$ cat src/design/adc_ctl_defines.svh
// offsets, field positions and reset values of the channel trigger block
`ifndef ADC_CTL_DEFINES_SVH
`define ADC_CTL_DEFINES_SVH

`define OFF_CTRL 5'h00
`define OFF_TRIG 5'h04
`define OFF_CFG 5'h08
`define OFF_IRQ_STATUS 5'h0c
`define OFF_IRQ_MASK 5'h10

`define CHAN_W 5
`define CHAN_LSB 0
`define CONT_BIT 5
`define TRIG_SEL_BIT 6
`define ACTIVE_BIT 7
`define CFG_DEPTH_W 3
`define CFG_DEPTH_LSB 0
`define CFG_MULTI_BIT 3
`define IRQ_W 2
`define IRQ_DONE_BIT 0
`define IRQ_ABORT_BIT 1

`define CHAN_RESET 5'h1f
`define CHAN_DISABLE 5'h1f
`define CHAN_EXT_LAST 5'h0b
`define CHAN_GND_LAST 5'h13
`define CHAN_TEMP 5'h16
`define CHAN_BANDGAP 5'h17
`define CHAN_REFH 5'h1d
`define CHAN_REFL 5'h1e

`endif

$ cat src/design/adc_ctl_pkg.sv
// types shared by the channel trigger block
package adc_ctl_pkg;
    typedef enum logic [1:0] {
        ST_IDLE = 2'b00,
        ST_CONV = 2'b01,
        ST_NEXT = 2'b11
    } conv_state_t;

    typedef enum logic [2:0] {
        SRC_EXT = 3'h0,
        SRC_GROUND = 3'h1,
        SRC_TEMP = 3'h2,
        SRC_BANDGAP = 3'h3,
        SRC_REFH = 3'h4,
        SRC_REFL = 3'h5,
        SRC_OFF = 3'h6,
        SRC_NONE = 3'h7
    } source_t;
endpackage

$ cat src/design/adc_channel_trigger_control.sv
// channel select, trigger and conversion sequencing with Avalon-MM registers
//
// Summary of operation
// RULE1 - with continuous mode off and hardware trigger chosen, one conversion follows each trigger edge; with it on, conversions repeat.
// RULE2 - with the channel queue in use, a whole set is converted under software trigger, or under hardware trigger with multi-conversion on.
// RULE3 - the 5-bit channel code picks inputs 0-11, ground, temperature, bandgap, high or low reference, or disables the block.
// RULE4 - in queue mode, writing the all-ones code empties the channel queue.
// RULE5 - bits 31 to 8 of the trigger and status register read zero and ignore writes.
// RULE6 - the active flag in bit 7 is high from the start of a conversion until it completes or is aborted.
// RULE7 - bit 6 of the trigger and status register chooses software or hardware triggering.
// RULE8 - a write to channel control aborts a running conversion and, unless the code is all ones, starts a new one; here if software-triggered, queue off.
// RULE9 - with trigger select at 1 a conversion follows a hardware trigger edge; 0 means software trigger.
// RULE10 - in queue mode channel writes queue in order and converting waits until the queue holds the programmed depth.
// RULE11 - reserved channel codes select no input and start nothing.
//
// The implementer's own choices: the Avalon-MM slave port and the placing of the registers.
`timescale 1ns/1ps
`include "adc_ctl_defines.svh"

module adc_channel_trigger_control
    import adc_ctl_pkg::*;
#(
    parameter int FIFO_DEPTH = 8
) (
    input wire logic clk_sys,
    input wire logic reset,
    input wire logic [4:0] avs_address,
    input wire logic avs_read,
    input wire logic avs_write,
    input wire logic [31:0] avs_writedata,
    input wire logic [3:0] avs_byteenable,
    output logic [31:0] avs_readdata,
    output logic avs_waitrequest,
    input wire logic hardware_trigger_input,
    input wire logic conv_done,
    output logic conv_start,
    output logic conv_abort,
    output logic [4:0] conv_channel,
    output source_t conv_source,
    output logic irq
);
    localparam int AW = `CFG_DEPTH_W;

    // ****************************************
    // bus slave
    // ****************************************
    logic ack_r;
    logic wr_ack;
    logic rd_ack;
    logic ctrl_wr;
    logic [4:0] wr_chan;
    logic [31:0] readdata_r;

    // one wait state: the request is answered on the second edge
    always_ff @(posedge clk_sys) begin
        if (reset) begin
            ack_r <= 1'b0;
        end else begin
            ack_r <= (avs_read || avs_write) && !ack_r;
        end
    end

    assign avs_waitrequest = (avs_read || avs_write) && !ack_r;
    // all fields sit in byte lane 0
    assign wr_ack = avs_write && ack_r && avs_byteenable[0];
    assign rd_ack = avs_read && ack_r;
    assign ctrl_wr = wr_ack && avs_address == `OFF_CTRL;
    assign wr_chan = avs_writedata[`CHAN_LSB +: `CHAN_W];

    // ****************************************
    // registers
    // ****************************************
    logic [4:0] chan_r;
    logic cont_r;
    logic trig_sel_r;
    logic [AW-1:0] depth_r;
    logic multi_r;
    logic [`IRQ_W-1:0] mask_r;
    logic [`IRQ_W-1:0] irq_st_r;
    logic [`IRQ_W-1:0] irq_ev;
    conv_state_t st_r;
    conv_state_t st_nxt;

    always_ff @(posedge clk_sys) begin
        if (reset) begin
            chan_r <= `CHAN_RESET;
            cont_r <= 1'b0;
        end else if (ctrl_wr) begin
            chan_r <= wr_chan;
            cont_r <= avs_writedata[`CONT_BIT];
        end
    end

    always_ff @(posedge clk_sys) begin
        if (reset) begin
            trig_sel_r <= 1'b0;
        end else if (wr_ack && avs_address == `OFF_TRIG) begin
            trig_sel_r <= avs_writedata[`TRIG_SEL_BIT]; // RULE7 RULE5
        end
    end

    always_ff @(posedge clk_sys) begin
        if (reset) begin
            depth_r <= '0;
            multi_r <= 1'b0;
        end else if (wr_ack && avs_address == `OFF_CFG) begin
            depth_r <= avs_writedata[`CFG_DEPTH_LSB +: AW];
            multi_r <= avs_writedata[`CFG_MULTI_BIT];
        end
    end

    always_ff @(posedge clk_sys) begin
        if (reset) begin
            mask_r <= '0;
        end else if (wr_ack && avs_address == `OFF_IRQ_MASK) begin
            mask_r <= avs_writedata[`IRQ_W-1:0];
        end
    end

    // an event in the clearing read's cycle survives the clear
    always_ff @(posedge clk_sys) begin
        if (reset) begin
            irq_st_r <= '0;
        end else if (rd_ack && avs_address == `OFF_IRQ_STATUS) begin
            irq_st_r <= irq_ev;
        end else begin
            irq_st_r <= irq_st_r | irq_ev;
        end
    end

    assign irq = |(irq_st_r & mask_r);

    always_ff @(posedge clk_sys) begin
        if (reset) begin
            readdata_r <= 32'h0000_0000;
        end else if (avs_read && !ack_r) begin
            case (avs_address)
                `OFF_CTRL: readdata_r <= 32'({cont_r, chan_r});
                `OFF_TRIG: readdata_r <= 32'({st_r == ST_CONV,
                    trig_sel_r, 6'h00}); // RULE5 RULE6
                `OFF_CFG: readdata_r <= 32'({multi_r, depth_r});
                `OFF_IRQ_STATUS: readdata_r <= 32'(irq_st_r);
                `OFF_IRQ_MASK: readdata_r <= 32'(mask_r);
                default: readdata_r <= 32'h0000_0000;
            endcase
        end
    end

    assign avs_readdata = readdata_r;

    // ****************************************
    // hardware trigger synchroniser
    // ****************************************
    logic trig_s1_r;
    logic trig_s2_r;
    logic trig_s3_r;
    logic hw_edge;

    always_ff @(posedge clk_sys) begin
        if (reset) begin
            trig_s1_r <= 1'b0;
            trig_s2_r <= 1'b0;
            trig_s3_r <= 1'b0;
        end else begin
            trig_s1_r <= hardware_trigger_input;
            trig_s2_r <= trig_s1_r;
            trig_s3_r <= trig_s2_r;
        end
    end

    // only the rising edge counts, so a held trigger acts as a single trigger edge
    assign hw_edge = trig_s2_r && !trig_s3_r;

    // ****************************************
    // channel queue and decode
    // ****************************************
    logic fifo_mode;
    logic fifo_push;
    logic fifo_clear;
    logic end_clear;
    logic [4:0] fifo_chan;
    logic [AW:0] fifo_count;
    logic fifo_full;
    logic [AW-1:0] set_idx_r;
    logic [AW-1:0] idx_go;
    logic last_in_set;
    logic whole_set;
    logic fresh_r;
    logic [4:0] cand_chan;
    source_t cand_src;
    logic cand_ok;

    assign fifo_mode = depth_r != '0;
    assign fifo_push = ctrl_wr && fifo_mode && wr_chan != `CHAN_DISABLE;
    assign fifo_clear = (ctrl_wr && fifo_mode
        && wr_chan == `CHAN_DISABLE) || end_clear; // RULE4
    assign fifo_full = fifo_count >= {1'b0, depth_r}; // RULE10
    assign last_in_set = set_idx_r == depth_r - AW'(1);
    assign whole_set = !trig_sel_r || multi_r; // RULE2

    channel_fifo #(
        .DEPTH(FIFO_DEPTH),
        .AW(AW)
    ) u_fifo (
        .clk_sys(clk_sys),
        .reset(reset),
        .clear(fifo_clear),
        .push(fifo_push), // RULE10
        .push_chan(wr_chan),
        .rd_idx(idx_go),
        .rd_chan(fifo_chan),
        .count(fifo_count)
    );

    always_comb begin
        if (st_r == ST_NEXT) begin
            idx_go = last_in_set ? '0 : set_idx_r + AW'(1);
        end else begin
            idx_go = set_idx_r;
        end
    end

    always_comb begin
        if (ctrl_wr) begin
            cand_chan = wr_chan;
        end else if (fifo_mode) begin
            cand_chan = fifo_chan;
        end else begin
            cand_chan = chan_r;
        end
    end

    channel_decode u_decode (
        .input_channel_select(cand_chan),
        .source(cand_src)
    );

    assign cand_ok = cand_src != SRC_NONE && cand_src != SRC_OFF; // RULE11

    // ****************************************
    // conversion sequencer
    // ****************************************
    logic start;
    logic abort;
    logic done_ev;
    logic conv_start_r;
    logic conv_abort_r;
    logic [4:0] conv_channel_r;
    source_t conv_source_r;

    always_comb begin
        st_nxt = st_r;
        start = 1'b0;
        abort = 1'b0;
        done_ev = 1'b0;
        end_clear = 1'b0;
        if (ctrl_wr) begin
            abort = st_r == ST_CONV; // RULE8
            if (!fifo_mode && !trig_sel_r && cand_ok) begin
                start = 1'b1; // RULE8
            end
        end else begin
            case (st_r)
                ST_IDLE: begin
                    if (fifo_mode) begin
                        start = fifo_full && cand_ok
                            && ((!trig_sel_r && fresh_r)
                            || (trig_sel_r && hw_edge)); // RULE2 RULE10
                    end else begin
                        start = trig_sel_r && hw_edge && cand_ok; // RULE9
                    end
                end
                ST_CONV: begin
                    if (conv_done) begin
                        st_nxt = ST_NEXT;
                    end
                end
                ST_NEXT: begin
                    if (fifo_mode && whole_set && !last_in_set) begin
                        start = cand_ok; // RULE2
                    end else begin
                        done_ev = 1'b1;
                        start = cont_r && cand_ok; // RULE1
                        end_clear = fifo_mode && !trig_sel_r && !start;
                    end
                end
                default: st_nxt = ST_IDLE;
            endcase
        end
        if (start) begin
            st_nxt = ST_CONV;
        end else if (ctrl_wr || st_r == ST_NEXT) begin
            st_nxt = ST_IDLE;
        end
    end

    always_ff @(posedge clk_sys) begin
        if (reset) begin
            st_r <= ST_IDLE;
        end else begin
            st_r <= st_nxt; // RULE6
        end
    end

    always_ff @(posedge clk_sys) begin
        if (reset || fifo_clear || ctrl_wr) begin
            set_idx_r <= '0;
        end else begin
            set_idx_r <= idx_go;
        end
    end

    // a queue becomes fresh on each push, so a software set runs once
    always_ff @(posedge clk_sys) begin
        if (reset || fifo_clear || start) begin
            fresh_r <= 1'b0;
        end else if (fifo_push) begin
            fresh_r <= 1'b1;
        end
    end

    always_ff @(posedge clk_sys) begin
        if (reset) begin
            conv_start_r <= 1'b0;
            conv_abort_r <= 1'b0;
            conv_channel_r <= `CHAN_RESET;
            conv_source_r <= SRC_OFF;
        end else begin
            conv_start_r <= start;
            conv_abort_r <= abort;
            if (start) begin
                conv_channel_r <= cand_chan;
                conv_source_r <= cand_src;
            end
        end
    end

    assign irq_ev = {abort, done_ev};
    assign conv_start = conv_start_r;
    assign conv_abort = conv_abort_r;
    assign conv_channel = conv_channel_r;
    assign conv_source = conv_source_r;
endmodule

$ cat src/design/channel_decode.sv
// decode of the input channel select code into a source class
`timescale 1ns/1ps
`include "adc_ctl_defines.svh"

module channel_decode
    import adc_ctl_pkg::*;
(
    input wire logic [4:0] input_channel_select,
    output source_t source
);
    always_comb begin
        if (input_channel_select <= `CHAN_EXT_LAST) begin
            source = SRC_EXT; // RULE3
        end else if (input_channel_select <= `CHAN_GND_LAST) begin
            source = SRC_GROUND; // RULE3
        end else begin
            case (input_channel_select)
                `CHAN_TEMP: source = SRC_TEMP; // RULE3
                `CHAN_BANDGAP: source = SRC_BANDGAP; // RULE3
                `CHAN_REFH: source = SRC_REFH; // RULE3
                `CHAN_REFL: source = SRC_REFL; // RULE3
                `CHAN_DISABLE: source = SRC_OFF; // RULE3
                default: source = SRC_NONE; // RULE11
            endcase
        end
    end
endmodule

$ cat src/design/channel_fifo.sv
// queue of channel codes, read back by index for the conversion set
`timescale 1ns/1ps

module channel_fifo #(
    parameter int DEPTH = 8,
    parameter int AW = 3
) (
    input wire logic clk_sys,
    input wire logic reset,
    input wire logic clear,
    input wire logic push,
    input wire logic [4:0] push_chan,
    input wire logic [AW-1:0] rd_idx,
    output logic [4:0] rd_chan,
    output logic [AW:0] count
);
    logic [4:0] mem_r [DEPTH];
    logic [AW:0] count_r;
    logic do_push;

    // a push into a full queue is dropped; software must clear first
    assign do_push = push && (count_r < (AW+1)'(DEPTH));

    genvar i;
    generate
        for (i = 0; i < DEPTH; i++) begin : g_entry
            always_ff @(posedge clk_sys) begin
                if (reset) begin
                    mem_r[i] <= 5'h00;
                end else if (do_push && count_r[AW-1:0] == AW'(i)) begin
                    mem_r[i] <= push_chan;
                end
            end
        end
    endgenerate

    always_ff @(posedge clk_sys) begin
        if (reset || clear) begin
            count_r <= '0;
        end else if (do_push) begin
            count_r <= count_r + (AW+1)'(1);
        end
    end

    assign rd_chan = mem_r[rd_idx];
    assign count = count_r;
endmodule

$ cat config.mk
export PLATFORM = sky130hd
export DESIGN_NAME = adc_channel_trigger_control
export DESIGN_NICKNAME = d
export VERILOG_FILES = /design/src/design/adc_ctl_pkg.sv /design/src/design/adc_channel_trigger_control.sv /design/src/design/channel_decode.sv /design/src/design/channel_fifo.sv
export VERILOG_INCLUDE_DIRS = /design/src /design/src/design
export SDC_FILE = /design/constraint.sdc
export NUM_CORES = 1
export LEC_CHECK = 0
export BUFFER_PORTS_ARGS = -buffer_cell sky130_fd_sc_hd__buf_2
export CAP_MARGIN = 5
export CELL_PAD_IN_SITES_DETAIL_PLACEMENT = 0
export CELL_PAD_IN_SITES_GLOBAL_PLACEMENT = 1
export CORE_MARGIN = 1.5
export CORE_UTILIZATION = 39
export CTS_CLUSTER_SIZE = 30
export DETAILED_ROUTE_END_ITERATION = 10
export PLACE_DENSITY_LB_ADDON = 0.1
export REMOVE_ABC_BUFFERS = 1
export SYNTH_ARGS = -nofsm -noshare
export SYNTH_HDL_FRONTEND = slang
export SYNTH_SLANG_ARGS = --single-unit
$ cat constraint.sdc
create_clock -name clk_sys -period 3.5 [get_ports clk_sys]
set_input_delay 0.175 -clock clk_sys [delete_from_list [all_inputs] [get_ports clk_sys]]
set_output_delay 0.175 -clock clk_sys [all_outputs]
set_load 0.02 [all_outputs]
### Word level (Yosys, flattened, before mapping)

Memory sizes are Yosys's and may differ from the RTL's.
Cells that the tools add are included.

* register bits: 71
* bits in writable memories: 40
* input port bits: 47
* output and inout port bits: 44
* word-level logic and storage cells: 187
* memories: 1

* $add $sub $neg: 3
* $lt $le $gt $ge: 4
* eq/ne operators: 27
* mux-type cells: 60
* bitwise gates (word level): 12
* reduce and logical (&&, ||, !) cells: 59

Memory list
* u_fifo.mem_r: depth 8, width 5, read ports 1, clocked after Yosys merged registers in 0, wr ports 8, line channel_fifo.sv:17 `logic [4:0] mem_r [DEPTH];`

Operators with widths (number)
* 5-bit 2-to-1 mux: 10
* 1-bit 2-to-1 mux: 40
* 8-bit case mux with 5 select lines: 1
* 1-bit logical AND: 36
* 5-bit == test, second input constant: 7
* 3-bit case mux with 5 select lines: 1
* 3-bit == test, second input constant: 4
* 3-bit 2-to-1 mux: 4
* 5-bit by 4-bit == test with 1-bit output, second input constant: 2
* 1-bit logical OR: 8
* 1-bit OR: 8
* 3-bit by 2-bit == test with 1-bit output, second input constant: 2
* 1-bit zero test: 6
* 3-bit by 1-bit inequality test with 1-bit output, second input constant: 2
* 3-bit inequality test, second input constant: 2
* 3-bit AND reduction: 2
* 5-bit by 3-bit == test with 1-bit output, second input constant: 1
* 5-bit by 4-bit less-or-equal comparator with 1-bit output, second input constant: 1
* 5-bit less-or-equal comparator, second input constant: 1
* 5-bit zero test: 1
* 5-bit inequality test, second input constant: 1
* 4-bit by 1-bit adder with 4-bit output, second input constant: 1
* 4-bit by 3-bit >= comparator with 1-bit output: 1
* 4-bit less-than comparator, second input constant: 1
* 19 further kinds: 22

### Depth between registers and ports, before layout

An unclocked memory read counts as a cell.

* word-level depth: 22
* mapped depth: 15
* depth with buffers taken out: 11

### By module

From an unflattened synthesis, not the netlist that was laid out.

* cells, all modules: 422
* area total of the unflattened synthesis: 4584.4 um^2

By module, submodules not included
* adc_channel_trigger_control: instances 1, cells an instance 268, area an instance 2343.5 um^2, seq. area each 860.8 um^2
* channel_fifo: instances 1, cells an instance 145, area an instance 2169.6 um^2, seq. area each 1281.2 um^2
* channel_decode: instances 1, cells an instance 9, area an instance 71.3 um^2, seq. area each 0.0 um^2

### Worst setup path after synthesis

OpenSTA, ideal clock, no wires.

* kind: reg-to-reg
* start: reg depth_r[0]
* end: reg conv_channel_r[2], in the netlist conv_channel[2]
* setup time: 0.120 ns
* arrival time: 3.114 ns
* required time: 3.380 ns
* slack: 0.266 ns
* stages on the path, launching flop included: 16
* buffers on the path: 4
* clock period less this slack: 3.234 ns
* cells stage by stage: dfxtp_1 -> buf_2 -> inv_1 -> ha_1 -> xnor3_1 -> buf_6 -> a31o_1 -> buf_4 -> mux2i_1 -> a211oi_2 -> o211ai_2 -> and2_1 -> and3_4 -> o41a_1 -> buf_6 -> mux2i_1

* word-level cells in the longest chain between the ends: 18
* elaborated cells on any way between the ends: 37
* those cells by class: add/sub: 1; order compare: 3; eq/ne: 8; mux: 12; reduce/logical: 12; memory: 1

RTL lines
* start: declaration: line adc_channel_trigger_control.sv:76 `logic [AW-1:0] depth_r;`
* start signal: assignment: line adc_channel_trigger_control.sv:107 `` depth_r <= avs_writedata[`CFG_DEPTH_LSB +: AW]; ``
* 3-bit by 1-bit subtractor with 3-bit output: line adc_channel_trigger_control.sv:198 `assign last_in_set = set_idx_r == depth_r - AW'(1);`
* 3-bit == test: line adc_channel_trigger_control.sv:198
* 3-bit 2-to-1 mux: line adc_channel_trigger_control.sv:217 `idx_go = last_in_set ? '0 : set_idx_r + AW'(1);`
* 3-bit 2-to-1 mux: line adc_channel_trigger_control.sv:216 `if (st_r == ST_NEXT) begin`
* memory 8 x 5 bit
* 5-bit 2-to-1 mux: line adc_channel_trigger_control.sv:226 `end else if (fifo_mode) begin`
* 5-bit 2-to-1 mux: line adc_channel_trigger_control.sv:224 `if (ctrl_wr) begin`
* 5-bit == test: line channel_decode.sv:17 `case (input_channel_select)`
* [... 2 more ...]
* 3-bit 2-to-1 mux: line channel_decode.sv:12 `` if (input_channel_select <= `CHAN_EXT_LAST) begin ``
* 3-bit inequality test: line adc_channel_trigger_control.sv:238 `assign cand_ok = cand_src != SRC_NONE && cand_src != SRC_OFF;`
* 1-bit logical AND: line adc_channel_trigger_control.sv:238
* 1-bit logical AND: line adc_channel_trigger_control.sv:266 `start = fifo_full && cand_ok`
* 1-bit logical AND: line adc_channel_trigger_control.sv:267 `&& ((!trig_sel_r && fresh_r)`
* 1-bit 2-to-1 mux: line adc_channel_trigger_control.sv:265 `if (fifo_mode) begin`
* 1-bit case mux with 2 select lines: line adc_channel_trigger_control.sv:263 `case (st_r)`
* 1-bit 2-to-1 mux: line adc_channel_trigger_control.sv:257 `if (ctrl_wr) begin`
* end signal: assignment: line adc_channel_trigger_control.sv:326 `` conv_channel_r <= `CHAN_RESET; ``
* end signal: assignment: line adc_channel_trigger_control.sv:332 `conv_channel_r <= cand_chan;`
* end: declaration: line adc_channel_trigger_control.sv:248 `logic [4:0] conv_channel_r;`

Parallel ways exist; a longest one is shown, timed or not.
A chain may end at the register's enable or synchronous reset.

### Worst setup path in the final report

* start: reg depth_r[1]
* end: reg conv_source_r[0], in the netlist conv_source[0]

* word-level cells in the longest chain between the ends: 18
* elaborated cells on any way between the ends: 37
* those cells by class: add/sub: 1; order compare: 3; eq/ne: 8; mux: 12; reduce/logical: 12; memory: 1

RTL lines
* 3-bit by 1-bit subtractor with 3-bit output: line adc_channel_trigger_control.sv:198
* 3-bit == test: line adc_channel_trigger_control.sv:198
* 3-bit 2-to-1 mux: line adc_channel_trigger_control.sv:217
* 3-bit 2-to-1 mux: line adc_channel_trigger_control.sv:216
* memory 8 x 5 bit
* 5-bit 2-to-1 mux: line adc_channel_trigger_control.sv:226
* 5-bit 2-to-1 mux: line adc_channel_trigger_control.sv:224
* 5-bit == test: line channel_decode.sv:17
* [... 2 more ...]
* 3-bit 2-to-1 mux: line channel_decode.sv:12
* 3-bit inequality test: line adc_channel_trigger_control.sv:238
* 1-bit logical AND: line adc_channel_trigger_control.sv:238
* 1-bit logical AND: line adc_channel_trigger_control.sv:266
* 1-bit logical AND: line adc_channel_trigger_control.sv:267
* 1-bit 2-to-1 mux: line adc_channel_trigger_control.sv:265
* 1-bit case mux with 2 select lines: line adc_channel_trigger_control.sv:263
* 1-bit 2-to-1 mux: line adc_channel_trigger_control.sv:257
* end signal: assignment: line adc_channel_trigger_control.sv:333 `conv_source_r <= cand_src;`
* end: declaration: line adc_channel_trigger_control.sv:249 `source_t conv_source_r;`

Parallel ways exist; a longest one is shown, timed or not.

==> flow_summary.json <==
{
  "outcome": "complete, no violations",
  "grt_pass1_wl_microns": 22700,
  "ff2ff_path_depth": 14,
  "fp-row-count": 42,
  "crit_path_max_incr_delay_ps": 520,
  "final.fill_count": 1280,
  "yosysUniqueCellTypes": 80,
  "cts_buffers": 9,
  "hold_start": "hardware_trigger_input",
  "clockBufferDepth": 2,
  "routabilityCongestion": 0.824,
  "clock.fmax_ghz": 0.298,
  "detailed_place_hpwl_microns": 10800,
  "initial_utilization": 0.399,
  "clock_sinks": 87,
  "critPathArrivalTime_ps": 3630,
  "setup_violations": 0,
  "first_pass_iters": 4,
  "netlist.area_leader.share": 0.227,
  "grt_overflow": 0,
  "power_frac_clock": 0.433,
  "htree_num_levels": 3,
  "nets": 677,
  "maxSlewViolCount": 0,
  "first_global_vias": 4077,
  "irDropWorstVdd_v": 0.000212,
  "crit_path_end_kind": "register",
  "die_y_microns": 119,
  "hold_class": "primary input to register",
  "final_hold_viol_count": 0,
  "cts_tree": "built",
  "synth_top_cell_by_area": "edfxtp_1",
  "hold_end": "trig_s1_r",
  "rr_endpoint": "conv_source[0]",
  "path_delay_family": "simple AND/OR/NAND/NOR gates",
  "final_cell_mix": "51 x nand2_1, 46 x dfxtp_1, 43 x buf_4",
  "synth-seq-area-share": 0.405,
  "die_w_microns": 119,
  "async_reset_ff_frac": 0,
  "switching_power_uw": 527,
  "dr_total_vias": 4252,
  "clk_latency_ps": 350,
  "powerDensity_mw_per_mm2": 366,
  "skew_ps": 8.21,
  "die_area_sq_mm": 0.0143,
  "fin_ws_ps": 149,
  "path_clk_slew_ps": 60,
  "worstPathCellList": "inv_1 -> ha_2 -> xnor3_1 -> buf_4 -> a31o_4 -> and3_4 -> or4_4 -> nand4_4 -> nand2_4 -> and3_4 -> buf_4 -> o41ai_2 -> buf_4 -> mux2i_1",
  "grt_antenna_before_repair": 0,
  "drive_gt1_frac": 0.205,
  "yosysWarningCount": 0,
  "finalCritPeriodShare": 0.958,
  "ys_ff_latch": 87,
  "switching_share": 0.236,
  "syn_area_per_cell_sq_um": 9.49,
  "seq_power_share": 0.493,
  "slew_headroom": 0.493,
  "routed_wl_microns": 14300,
  "grt_max_degree": 28,
  "n_antenna_cell": 0,
  "drv_cap": 0,
  "synth_cells": 557,
  "core_area_sq_mm": 0.0132,
  "p_int_mw": 1.71,
  "worstReg2RegStart": "depth_r[1]",
  "rsz0062_at_grt": "false",
  "synth_edf_count": 40,
  "cp_num_buf_inv": 4,
  "avgRoutedWirePerCell_microns": 17.9,
  "multiInputGateArea_sq_mm": 0.00284,
  "fin_crit_ps": 3350,
  "regArea_sq_mm": 0.00214,
  "critPathSlowestCell": "or4_4",
  "synthToLayoutAreaGrowth_pct": 15.7,
  "syn_area_sq_mm": 0.00528,
  "rrSetupSlack_ps": 150,
  "startpoint": "depth_r[1]",
  "crit_top_cell": "buf_4",
  "worstMarginPinSlew_ps": 755,
  "ios": 91,
  "synthTopCellsByArea": "edfxtp_1 23%, dfxtp_1 18%, mux2i_1 6.4%",
  "vias_per_cell": 5.34,
  "yosys_most_used_dff": "dfxtp_1",
  "post-route-drc-count": 0,
  "final_common_cell": "nand2_1",
  "crit_required_ps": 3780,
  "combPwrFrac": 0.074,
  "numPortBuffers": 38,
  "crit_type": "register to register",
  "path_max_fanout": 8,
  "cts_root_buf": "clkbuf_16",
  "p_leak_nw": 2.51,
  "holdBufCountCts": 0,
  "postLayoutCoreUtil": 0.462,
  "whs_ps": 39.6,
  "start_kind": "register",
  "antenna_left": 0,
  "drtIter0Drc": 304,
  "grt.total_usage": 0.210,
  "hold_depth": 2,
  "pre_cts_ws_ps": -115
}
==> repair_timing <==
item,4_1_cts,5_1_grt
resized for setup,1,10
setup endpoints to repair,16,16
pin swaps,0,2
setup buffers,0,2
==> per-layer routing <==
metal  routed length [microns]  track usage  part of all wire
met5                         0            0                 0
met4                       235       0.0699             0.016
met3                       623       0.0398             0.044
met2                      6190        0.310              0.43
met1                      7220        0.308              0.51
==> sequential cells by signal, indices dropped and copies added, names as in the netlist <==
register      flops
avs_readdata      8
set_idx_r         3
trig_s1_r         1
chan_r            5
irq_st_r          2
conv_start        1
ack_r             1
conv_source       3
u_fifo.mem_r     40
cont_r            1
u_fifo.count      4
conv_channel      5
trig_sel_r        1
mask_r            2
conv_abort        1
multi_r           1
trig_s3_r         1
st_r              2
depth_r           3
trig_s2_r         1
fresh_r           1
==> synthesized netlist by cell type (6+ instances only) <==
cell,number
nand2_1,51
dfxtp_1,47
edfxtp_1,40
nor2_1,39
mux2i_1,34
and3_1,32
a21oi_1,25
buf_4,25
inv_1,22
and2_1,20
clkbuf_1,18
nand3_1,17
ha_1,15
nor3_1,15
nor2b_1,11
buf_2,9
o21ai_0,9
a311oi_1,7
a31oi_1,7
a22oi_1,6
==> power groups by stage <==
| stage | Combinational [mW] | Clock (mW) | Sequential [mW] |
|---|---|---|---|
| after global placement | 0.161 | 0 | 1.12 |
| final | 0.166 | 0.968 | 1.10 |
| after CTS | 0.164 | 0.986 | 1.10 |
| after floorplan | 0.0893 | 0 | 1.12 |
| after global routing | 0.180 | 1.03 | 1.10 |
| after detailed placement | 0.163 | 0 | 1.12 |
==> metrics by stage <==
step                      instance area, sq um  power (mW)  TNS, ps  cells
after global placement                    5760        1.28     -288    778
after floorplan                           5020        1.21        0    522
after detailed placement                  5760        1.29    -1090    778
after global routing                      6110        2.31        0    796
after CTS                                 6060        2.25        0    794
final                                     6110        2.23        0    796
==> logic make-up after synthesis <==
logic type / count (synthesis) / share of synthesized area
xor gates and xnor gates: 8 / 0.0199
other: 1 / 0.000710
AOI/OAI and AO/OA: 110 / 0.159
adders and majority gates: 15 / 0.0355
DFF: 87 / 0.405
and+or+nand+nor: 218 / 0.224
buffers and inverters: 80 / 0.0810
muxes: 38 / 0.0751
==> worst register-to-register path: stages, from the launching register on <==
cell,delay [ps]
dfxtp_2,330
inv_1,90
ha_2,250
xnor3_1,310
buf_4,190
a31o_4,290
and3_4,190
or4_4,520
nand4_4,140
nand2_4,80
and3_4,160
buf_4,130
o41ai_2,260
buf_4,180
mux2i_1,160
==> layout make-up <==
cell class / instances / area share
clock buffers: 13 / 0.0409
clock inverters: 3 / 0.00696
multi-input cells: 413 / 0.465
well taps: 176 / 0.0360
repair buffers: 82 / 0.0872
inverters: 22 / 0.0135
flip-flops and latches: 87 / 0.351
==> worst max path at each step <==
stage / to / slack [ps] / depth (start not counted)
global placement: conv_source[0] / -50 / 15
floorplan: conv_channel[0] / 80 / 11
CTS: conv_source[0] / 2 / 12
detailed placement: conv_channel[1] / -110 / 14
global route: st_r[1] / 20 / 13
finish: conv_source[0] / 150 / 14
Power figures use the tool's default switching activity.
